==> config.mk <==
export PLATFORM = sky130hd
export DESIGN_NAME = mcsb_bank
export DESIGN_NICKNAME = d
export VERILOG_FILES = /design/src/logic/mcsb_bank.v /design/src/logic/mcsb_flag_latch.v
export VERILOG_INCLUDE_DIRS = /design/src /design/src/logic
export SDC_FILE = /design/constraint.sdc
export NUM_CORES = 1
export LEC_CHECK = 0
export ABC_CLOCK_PERIOD_IN_PS = 1120
export BUFFER_PORTS_ARGS = -buffer_cell sky130_fd_sc_hd__buf_2
export CAP_MARGIN = 20
export CORE_ASPECT_RATIO = 0.9
export CORE_MARGIN = 2
export CORE_UTILIZATION = 40
export DETAILED_ROUTE_END_ITERATION = 8
export PLACE_DENSITY_LB_ADDON = 0.1
export SYNTH_ARGS = -nofsm -noshare
export SYNTH_HDL_FRONTEND = slang
export SYNTH_SLANG_ARGS = --single-unit
==> constraint.sdc <==
create_clock -name core_clk_i -period 1.12 [get_ports core_clk_i]
set_input_delay 0.112 -clock core_clk_i [delete_from_list [all_inputs] [get_ports core_clk_i]]
set_output_delay 0.112 -clock core_clk_i [all_outputs]
set_load 0.05 [all_outputs]
==> src/logic/mcsb_defs.vh <==
`ifndef MCSB_DEFS_VH
`define MCSB_DEFS_VH

// ----------------------------------------
// register offsets
// ----------------------------------------
`define MCSB_ADDR_IDENT 8'h3F
`define MCSB_ADDR_CONFIG 8'h40
`define MCSB_ADDR_FLAGS 8'h41

// ----------------------------------------
// identity field positions
// ----------------------------------------
`define MCSB_ID_REV_LSB 0
`define MCSB_ID_REV_MSB 1
`define MCSB_ID_CPU_TEMP_BIT 2
`define MCSB_ID_FOUR_WIRE_BIT 3
`define MCSB_ID_VER_LSB 4
`define MCSB_ID_VER_MSB 7

// ----------------------------------------
// configuration field positions
// ----------------------------------------
`define MCSB_CFG_RUN_BIT 0
`define MCSB_CFG_LOCK_BIT 1
`define MCSB_CFG_READY_BIT 2
`define MCSB_CFG_BOOST_BIT 3
`define MCSB_CFG_POLL_BIT 4
`define MCSB_CFG_OVERTEMP_BIT 5
`define MCSB_CFG_AVG_LSB 6
`define MCSB_CFG_AVG_MSB 7

// ----------------------------------------
// reset values and counts
// ----------------------------------------
`define MCSB_CONFIG_RESET 8'h84
`define MCSB_FLAGS_RESET 8'h00
`define MCSB_DUTY_FULL 8'hFF
`define MCSB_FLAG_COUNT 7
`define MCSB_AVG_4 6'h04
`define MCSB_AVG_8 6'h08
`define MCSB_AVG_16 6'h10
`define MCSB_AVG_32 6'h20

`endif

==> src/logic/mcsb_bank.v <==
`include "mcsb_defs.vh"
`default_nettype none

module mcsb_bank #(
  parameter [1:0] SILICON_REV = 2'h0,
  // arbitrary value
  parameter [3:0] FAMILY_VERSION = 4'h5
) (
  // clock and reset
  input wire core_clk_i,
  input wire reset_n_i,
  // register port from serial slave
  input wire [7:0] reg_addr_i,
  input wire reg_wr_i,
  input wire [7:0] reg_wdata_i,
  input wire reg_rd_i,
  output reg [7:0] reg_rdata_o,
  // system status
  input wire power_good_i,
  input wire [`MCSB_FLAG_COUNT-1:0] limit_cond_i,
  input wire [7:0] status_two_i,
  input wire overtemp_pin_i,
  input wire overtemp_use_max_i,
  // fan drive
  input wire [7:0] auto_duty_i,
  input wire [7:0] max_duty_i,
  output reg [7:0] fan_duty_o,
  // control to engines
  output reg monitor_run_o,
  output reg use_programmed_limits_o,
  output reg cpu_temp_poll_enable_o,
  output reg [5:0] averaging_count_o,
  output reg lock_o
);

  // ----------------------------------------
  // configuration fields
  // ----------------------------------------
  reg monitor_run_reg;
  reg lock_reg;
  reg ready_reg;
  reg fan_boost_reg;
  reg cpu_temp_poll_enable_reg;
  reg overtemp_pin_full_fan_reg;
  reg [1:0] averaging_length_reg;
  wire [`MCSB_FLAG_COUNT-1:0] flags;
  wire secondary_events_pending;
  wire cfg_wr;
  wire flags_rd;
  wire [7:0] ident_value;
  wire [7:0] config_value;
  wire [7:0] flags_value;
  reg [7:0] rdata_next;
  reg [7:0] duty_next;
  reg [5:0] avg_next;
  wire overtemp_override;
  wire [7:0] override_duty;
  wire force_full;

  assign cfg_wr = reg_wr_i && (reg_addr_i == `MCSB_ADDR_CONFIG);
  assign flags_rd = reg_rd_i && (reg_addr_i == `MCSB_ADDR_FLAGS);

  // ----------------------------------------
  // configuration reset image
  // ----------------------------------------
  // a macro literal cannot be bit-selected, so the reset word is held here first
  localparam [7:0] CONFIG_RESET = `MCSB_CONFIG_RESET;
  localparam [0:0] RUN_RESET = CONFIG_RESET[`MCSB_CFG_RUN_BIT];
  localparam [0:0] LOCK_RESET = CONFIG_RESET[`MCSB_CFG_LOCK_BIT];
  localparam [0:0] BOOST_RESET = CONFIG_RESET[`MCSB_CFG_BOOST_BIT];
  localparam [0:0] POLL_RESET = CONFIG_RESET[`MCSB_CFG_POLL_BIT];
  localparam [0:0] OVERTEMP_RESET = CONFIG_RESET[`MCSB_CFG_OVERTEMP_BIT];
  localparam [1:0] AVG_RESET = CONFIG_RESET[`MCSB_CFG_AVG_MSB:`MCSB_CFG_AVG_LSB];

  // ----------------------------------------
  // host-writable fields
  // ----------------------------------------
  // run always writable
  always @(posedge core_clk_i) begin
    if (!reset_n_i) begin
      monitor_run_reg <= RUN_RESET;
    end else if (cfg_wr) begin
      monitor_run_reg <= reg_wdata_i[`MCSB_CFG_RUN_BIT];
    end
  end

  always @(posedge core_clk_i) begin
    if (!reset_n_i) begin
      fan_boost_reg <= BOOST_RESET;
    end else if (cfg_wr) begin
      fan_boost_reg <= reg_wdata_i[`MCSB_CFG_BOOST_BIT];
    end
  end

  always @(posedge core_clk_i) begin
    if (!reset_n_i) begin
      cpu_temp_poll_enable_reg <= POLL_RESET;
    end else if (cfg_wr && !lock_reg) begin
      cpu_temp_poll_enable_reg <= reg_wdata_i[`MCSB_CFG_POLL_BIT];
    end
  end

  always @(posedge core_clk_i) begin
    if (!reset_n_i) begin
      overtemp_pin_full_fan_reg <= OVERTEMP_RESET;
    end else if (cfg_wr && !lock_reg) begin
      overtemp_pin_full_fan_reg <= reg_wdata_i[`MCSB_CFG_OVERTEMP_BIT];
    end
  end

  always @(posedge core_clk_i) begin
    if (!reset_n_i) begin
      averaging_length_reg <= AVG_RESET;
    end else if (cfg_wr && !lock_reg) begin
      averaging_length_reg <= reg_wdata_i[`MCSB_CFG_AVG_MSB:`MCSB_CFG_AVG_LSB];
    end
  end

  // ----------------------------------------
  // lock and ready
  // ----------------------------------------
  // the reset input stands for power-on; a soft reset that is not a power cycle must not reach here
  always @(posedge core_clk_i) begin
    if (!reset_n_i) begin
      lock_reg <= LOCK_RESET;
    end else if (cfg_wr && reg_wdata_i[`MCSB_CFG_LOCK_BIT]) begin
      lock_reg <= 1'b1;
    end
  end

  // ----------------------------------------
  // power-up ready
  // ----------------------------------------
  // ready is held low until power good, then stays set
  always @(posedge core_clk_i) begin
    if (!reset_n_i) begin
      ready_reg <= 1'b0;
    end else if (power_good_i) begin
      ready_reg <= 1'b1;
    end
  end

  // ----------------------------------------
  // event flags
  // ----------------------------------------
  // read-clear with persistence
  mcsb_flag_latch #(
    .WIDTH(`MCSB_FLAG_COUNT)
  ) u_flags (
    .core_clk_i(core_clk_i),
    .reset_n_i(reset_n_i),
    .cond_i(limit_cond_i),
    .read_clear_i(flags_rd),
    .flag_o(flags)
  );

  assign secondary_events_pending = |status_two_i;

  // ----------------------------------------
  // read values
  // ----------------------------------------
  // revision
  assign ident_value = {FAMILY_VERSION, 1'b1, 1'b1, SILICON_REV};
  assign config_value = {averaging_length_reg, overtemp_pin_full_fan_reg, cpu_temp_poll_enable_reg,
                         fan_boost_reg, ready_reg, lock_reg, monitor_run_reg};
  assign flags_value = {secondary_events_pending, flags};

  always @* begin
    rdata_next = 8'h00;
    case (reg_addr_i)
      `MCSB_ADDR_IDENT: begin
        rdata_next = ident_value;
      end
      `MCSB_ADDR_CONFIG: begin
        rdata_next = config_value;
      end
      `MCSB_ADDR_FLAGS: begin
        rdata_next = flags_value;
      end
      default: begin
        rdata_next = 8'h00;
      end
    endcase
  end

  // ----------------------------------------
  // fan duty and averaging
  // ----------------------------------------
  // overtemp pin override
  assign overtemp_override = overtemp_pin_full_fan_reg && overtemp_pin_i;
  assign override_duty = overtemp_use_max_i ? max_duty_i : `MCSB_DUTY_FULL;
  // stopped means full duty
  // stop and boost outrank the pin so a halted monitor never runs the fans slow
  assign force_full = fan_boost_reg || !monitor_run_reg;

  always @* begin
    duty_next = auto_duty_i;
    if (force_full) begin
      duty_next = `MCSB_DUTY_FULL;
    end else if (overtemp_override) begin
      duty_next = override_duty;
    end
  end

  always @* begin
    avg_next = `MCSB_AVG_4;
    case (averaging_length_reg)
      2'h0: begin
        avg_next = `MCSB_AVG_4;
      end
      2'h1: begin
        avg_next = `MCSB_AVG_8;
      end
      2'h2: begin
        avg_next = `MCSB_AVG_16;
      end
      default: begin
        avg_next = `MCSB_AVG_32;
      end
    endcase
  end

  // ----------------------------------------
  // registered outputs
  // ----------------------------------------
  // read data holds until the next read strobe
  always @(posedge core_clk_i) begin
    if (!reset_n_i) begin
      reg_rdata_o <= 8'h00;
    end else if (reg_rd_i) begin
      reg_rdata_o <= rdata_next;
    end
  end

  // ----------------------------------------
  // fan duty output
  // ----------------------------------------
  // full duty from reset on
  always @(posedge core_clk_i) begin
    if (!reset_n_i) begin
      fan_duty_o <= `MCSB_DUTY_FULL;
    end else begin
      fan_duty_o <= duty_next;
    end
  end

  // ----------------------------------------
  // control outputs to engines
  // ----------------------------------------
  // run bit to engines
  always @(posedge core_clk_i) begin
    if (!reset_n_i) begin
      monitor_run_o <= 1'b0;
    end else begin
      monitor_run_o <= monitor_run_reg;
    end
  end

  always @(posedge core_clk_i) begin
    if (!reset_n_i) begin
      use_programmed_limits_o <= 1'b0;
    end else begin
      use_programmed_limits_o <= monitor_run_reg;
    end
  end

  always @(posedge core_clk_i) begin
    if (!reset_n_i) begin
      cpu_temp_poll_enable_o <= 1'b0;
    end else begin
      cpu_temp_poll_enable_o <= cpu_temp_poll_enable_reg;
    end
  end

  // averaging count to engine
  // the count goes out as a number, so the engines need no decode of their own
  always @(posedge core_clk_i) begin
    if (!reset_n_i) begin
      averaging_count_o <= `MCSB_AVG_4;
    end else begin
      averaging_count_o <= avg_next;
    end
  end

  always @(posedge core_clk_i) begin
    if (!reset_n_i) begin
      lock_o <= 1'b0;
    end else begin
      lock_o <= lock_reg;
    end
  end

endmodule

`default_nettype wire

==> src/logic/mcsb_flag_latch.v <==
`default_nettype none

// ----------------------------------------
// sticky limit flags, cleared on read only when condition gone
// ----------------------------------------
module mcsb_flag_latch #(
  parameter WIDTH = 7
) (
  // clock and reset
  input wire core_clk_i,
  input wire reset_n_i,
  // events
  input wire [WIDTH-1:0] cond_i,
  input wire read_clear_i,
  // flags
  output reg [WIDTH-1:0] flag_o
);

  genvar g;
  generate
    for (g = 0; g < WIDTH; g = g + 1) begin : g_bit
      always @(posedge core_clk_i) begin
        if (!reset_n_i) begin
          flag_o[g] <= 1'b0;
        end else if (cond_i[g]) begin
          flag_o[g] <= 1'b1;
        end else if (read_clear_i) begin
          flag_o[g] <= 1'b0;
        end
      end
    end
  endgenerate

endmodule

`default_nettype wire

### Word-level counts from Yosys, hierarchy flattened

Cells that the tools add are included.

| operators by class | value |
|---|---|
| equality and inequality tests | 5 |
| muxes and demuxes | 12 |
| bitwise operators | 1 |
| reduce and logical (&&, ||, !) cells | 18 |

Operators with widths:

| operator | count |
|---|---|
| $pmux W8 S3 | 1 |
| $pmux W6 S3 | 1 |
| $eq A8 B7 Y1 const B | 2 |
| $mux W8 | 2 |
| $reduce_bool A2 Y1 | 7 |
| $eq A8 B6 Y1 const B | 1 |
| $mux W1 | 8 |
| $reduce_or A8 Y1 | 1 |
| $logic_and A1 B1 Y1 | 5 |
| $eq A2 B1 Y1 const B | 1 |
| $eq A2 B2 Y1 const B | 1 |
| $logic_not A1 Y1 | 2 |
| $logic_not A2 Y1 | 1 |
| $reduce_or A2 Y1 | 1 |
| $logic_or A1 B1 Y1 | 1 |
| $not A1 Y1 | 1 |

| word-level totals | value |
|---|---|
| flip-flop bits (word level) | 40 |
| input port bits | 54 |
| output and inout port bits | 26 |
| word-level logic and storage cells | 56 |

### Longest topological paths before layout

| logic depth | value |
|---|---|
| word-level depth | 4 |
| depth in mapped cells | 4 |
| mapped depth without buffers | 3 |

### By module

Synthesis repeated with hierarchy kept, for this count alone.

| second synthesis, totals | value |
|---|---|
| cell total of the unflattened synthesis | 164 |
| area, all modules | 1559.0 um2 |

Modules (own cells, without submodules):

| module | instances | cells an instance | area each (um2) |
|---|---|---|---|
| mcsb_bank | 1 | 143 | 1322.5 |
| mcsb_flag_latch | 1 | 21 | 236.5 |

### Worst setup path before layout

OpenSTA, ideal clock, no wires.

| timing path | value |
|---|---|
| kind | input to register |
| start | in reg_addr_i[1] |
| end | reg u_flags.flag_o[3] |
| arrival time | 0.992 ns |
| path slack | -0.016 ns |
| stages | 4 |
| buffers on the path | 1 |
| path through | nor4b_4 -> and2_1 -> buf_6 -> a41oi_1 |

| on the way | value |
|---|---|
| longest elaborated chain between the ends | 3 |

Ends and longest elaborated chain:

| element | line | text |
|---|---|---|
| start, declared | mcsb_bank.v:13 | `input wire [7:0] reg_addr_i,` |
| $eq A8 B7 Y1 | -- |  |
| $logic_and A1 B1 Y1 | mcsb_bank.v:61 | `` assign flags_rd = reg_rd_i && (reg_addr_i == `MCSB_ADDR_FLAGS); `` |
| $reduce_bool A2 Y1 (no line) | -- |  |
| end signal, assigned by index | mcsb_flag_latch.v:24 | `flag_o[g] <= 1'b0;` |
| end signal, assigned by index | mcsb_flag_latch.v:26 | `flag_o[g] <= 1'b1;` |
| end signal, assigned by index | mcsb_flag_latch.v:28 | `flag_o[g] <= 1'b0;` |
| end, declared | mcsb_flag_latch.v:16 | `output reg [WIDTH-1:0] flag_o` |

No other way between the ends.
A chain may end at the register's enable or synchronous reset.

### Worst setup path after layout

| timing path | value |
|---|---|
| start | reg reg_rdata_o[0] |
| end | out reg_rdata_o[0] |

RTL lines:

| element | line | text |
|---|---|---|
| start, declared | mcsb_bank.v:17 | `output reg [7:0] reg_rdata_o,` |
| start signal, assigned | mcsb_bank.v:231 | `reg_rdata_o <= rdata_next;` |

No word-level cell between the ends.

==> impl_metrics.csv <==
group,metric,value,unit
status,status,"completed",
cells_and_area,multi_input_comb_area,754.5,sq um
clocking,numCtsBuffers,5,
worst_setup_path,slowest_delay,0.34,ns
synthesis,syn_area,1605,sq um
cells_and_area,syn_to_final_growth,35.15,%
die,num_rows,21,
clocking,root_buffer,"clkbuf_8",
drt,wirelength,3.730,mm
placement,dp.cells,293,
worst_setup_path,rrSetupSlack,0.12,ns
cells_and_area,fillCellCount,381,
cells_and_area,finalNonFillerCells,301,
cells_and_area,nets,308,
worst_setup_path,end_kind,"output port",
synthesis,synth_sequential_area_ratio,47.39,%
cells_and_area,diodes,0,
clocking,cts_max_level,2,
worst_setup_path,cp.arrival,0.89,ns
clocking,clk_path_buf_depth,2,
pwr,ir_worst_vdd,0.7809,mV
cells_and_area,drive_gt1_share,42.75,%
global_routing,grt_pass1_wl,6.396,mm
sta,clock_skew,0.004213,ns
sta,clock.fmax,1.001,GHz
synthesis,ys_ff_latch,38,
global_routing,grt_pass1_vias,1393,
min_path,hold_path.class,"in -> reg",
global_routing,antenna_found_initial,0,
drt,drt_iter0_drc,100,
cells_and_area,mostFrequentLayoutCell,"buf_2",
drt,dr_total_vias,1479,
worst_setup_path,cp-start-kind,"flip-flop",
die,die_area,4537,sq um
global_routing,grt_usage,17.87,%
synthesis,ys_warn_count,0,
die,initial_core_util,42.43,%
drt,drt_first_pass_iters,4,
sta,slew_viol_final,0,
min_path,hold_path_startpoint,"power_good_i",
sta,hold_violations,0,
drt,ant_nets,0,
synthesis,synth-main-ff-cell,"dfxtp_1",
synthesis,async_flop_share,0,%
pwr,total_power,2698,uW
worst_setup_path,cp_max_fo,2,
drt,routedWlPerCell,12.39,microns
sta,setup_slack,0.1206,ns
cells_and_area,top_regs,"fan_duty_o: 8 flops, reg_rdata_o: 8 flops, u_flags.flag_o: 7 flops",
worst_setup_path,worstSetupPathType,"reg -> out",
cells_and_area,layout_common_cells,"buf_2 (76), dfxtp_1 (38), o21ai_0 (20), nand2_1 (13), nor2_1 (13)",
clocking,clock_sink_count,38,
die,io_pins,80,
die,die_y,64.10,microns
worst_setup_path,critical-path-slowest-cell,"dfxtp_1",
clocking,clk_latency,0.29,ns
worst_setup_path,startpoint,"reg_rdata_o[0]$_SDFFE_PN0P_",
placement,place_ws,-0.05493,ns
sta,post-route-min-period,0.9994,ns
worst_setup_path,r2r-start,"lock_reg$_SDFFE_PN0P_",
clocking,clk_pin_slew,0.08,ns
synthesis,synth_edf_count,0,
global_routing,grt_max_degree,21,
sta,setup_viol,0,
pwr,p_leak,0.001054,uW
placement,dp_hpwl,2.829,mm
run,maxCapViolations,0,
drt,viasPerCell,4.914,
placement,gp_congestion,0.7292,
sta,period_share,89.23,%
placement,io_buffer_count,76,
cells_and_area,seq_area,760.7,sq um
global_routing,grt-ovfl-total,0,
synthesis,ys_types,32,
worst_setup_path,required,1.01,ns
synthesis,synthCells,173,
die,core_area,3784,sq um
pwr,power_per_cell_area,1244,nW/um^2
clocking,cts_tree,"done",
worst_setup_path,cp_cell_sequence,"buf_2",
die,die_x,70.78,microns
synthesis,syn_area_per_cell,9.279,sq um
sta,rsz0062_at_grt,"false",
worst_setup_path,crit_family,"flip-flops",
drt,drc,0,
worst_setup_path,critPathBufInv,1,
-- routing by layer --
metal	track usage [%]	part of all wire, %	up-vias
met1	24.05	48	653
li1	-	-	767
met3	4.732	7.7	5
met2	27.22	44	54
met5	0	0	-
met4	7.075	1.0	0
-- where the power goes --
group | switching, uW | internal (uW) | total [uW]
combinational | 176 | 150 | 327
sequential | 12.7 | 1380 | 1400
clock | 482 | 495 | 976
total | 671 | 2030 | 2700
-- logic make-up (layout without fill, tap and decap cells) --
group	Yosys count	in the layout	synth area share, %
AO/OA/AOI/OAI	39	39	15.67
AND/OR/NAND/NOR	60	60	21.67
buffers and inverters	22	103	6.391
flip-flops	38	38	47.39
other	1	2	0.2336
multiplexers	13	13	8.652
-- layout make-up --
| type | count | area share, % |
|---|---|---|
| well taps | 46 | 2.653 |
| clock inverters | 2 | 0.5767 |
| flip-flops and latches | 38 | 35.06 |
| multi-input cells | 114 | 34.78 |
| repair buffers | 86 | 21.57 |
| clock buffers | 6 | 3.806 |
| inverters | 9 | 1.557 |
-- metrics by stage --
stage,TNS (ns),hold slack (ns),instance area (sq um),utilization (%)
2_1_floorplan,-0.1067,0.2222,1609,-
3_3_place_gp,-0.2032,0.3105,2066,54.60
3_5_place_dp,-0.3257,0.3168,2066,54.60
4_1_cts,0,0.01803,2161,57.11
5_1_grt,0,0.01474,2170,57.34
6_report,0,0.01812,2170,57.34
-- final timing paths --
path | cells past startpoint | endpoint
min reg2reg | 2 | reg_rdata_o[5]$_SDFFE_PN0P_
max reg2reg | 3 | averaging_length_reg[1]$_SDFFE_PN1P_
max | 1 | reg_rdata_o[0]
min | 2 | ready_reg$_SDFFE_PN0P_
-- cell usage after synthesis, types with 4 or more instances --
master	count	share of area, %
a21oi_1	4	1.2
nand2_1	14	3.3
nand4_1	5	1.9
a41oi_1	7	3.8
inv_1	9	2.1
dfxtp_1	38	47
nand3_1	4	1.2
nor3b_1	9	4.2
nor2_1	13	3.0
clkbuf_1	8	1.9
o21ai_0	20	6.2
mux2i_1	6	3.7
mux2_2	7	4.9
-- timing repair --
action                     4_1_cts  5_1_grt
setup buffers                    0        0
resized for setup                0        3
setup endpoints to repair        0        5
hold buffers                     0        0
Note: power is estimated with default switching activity, not from simulation.
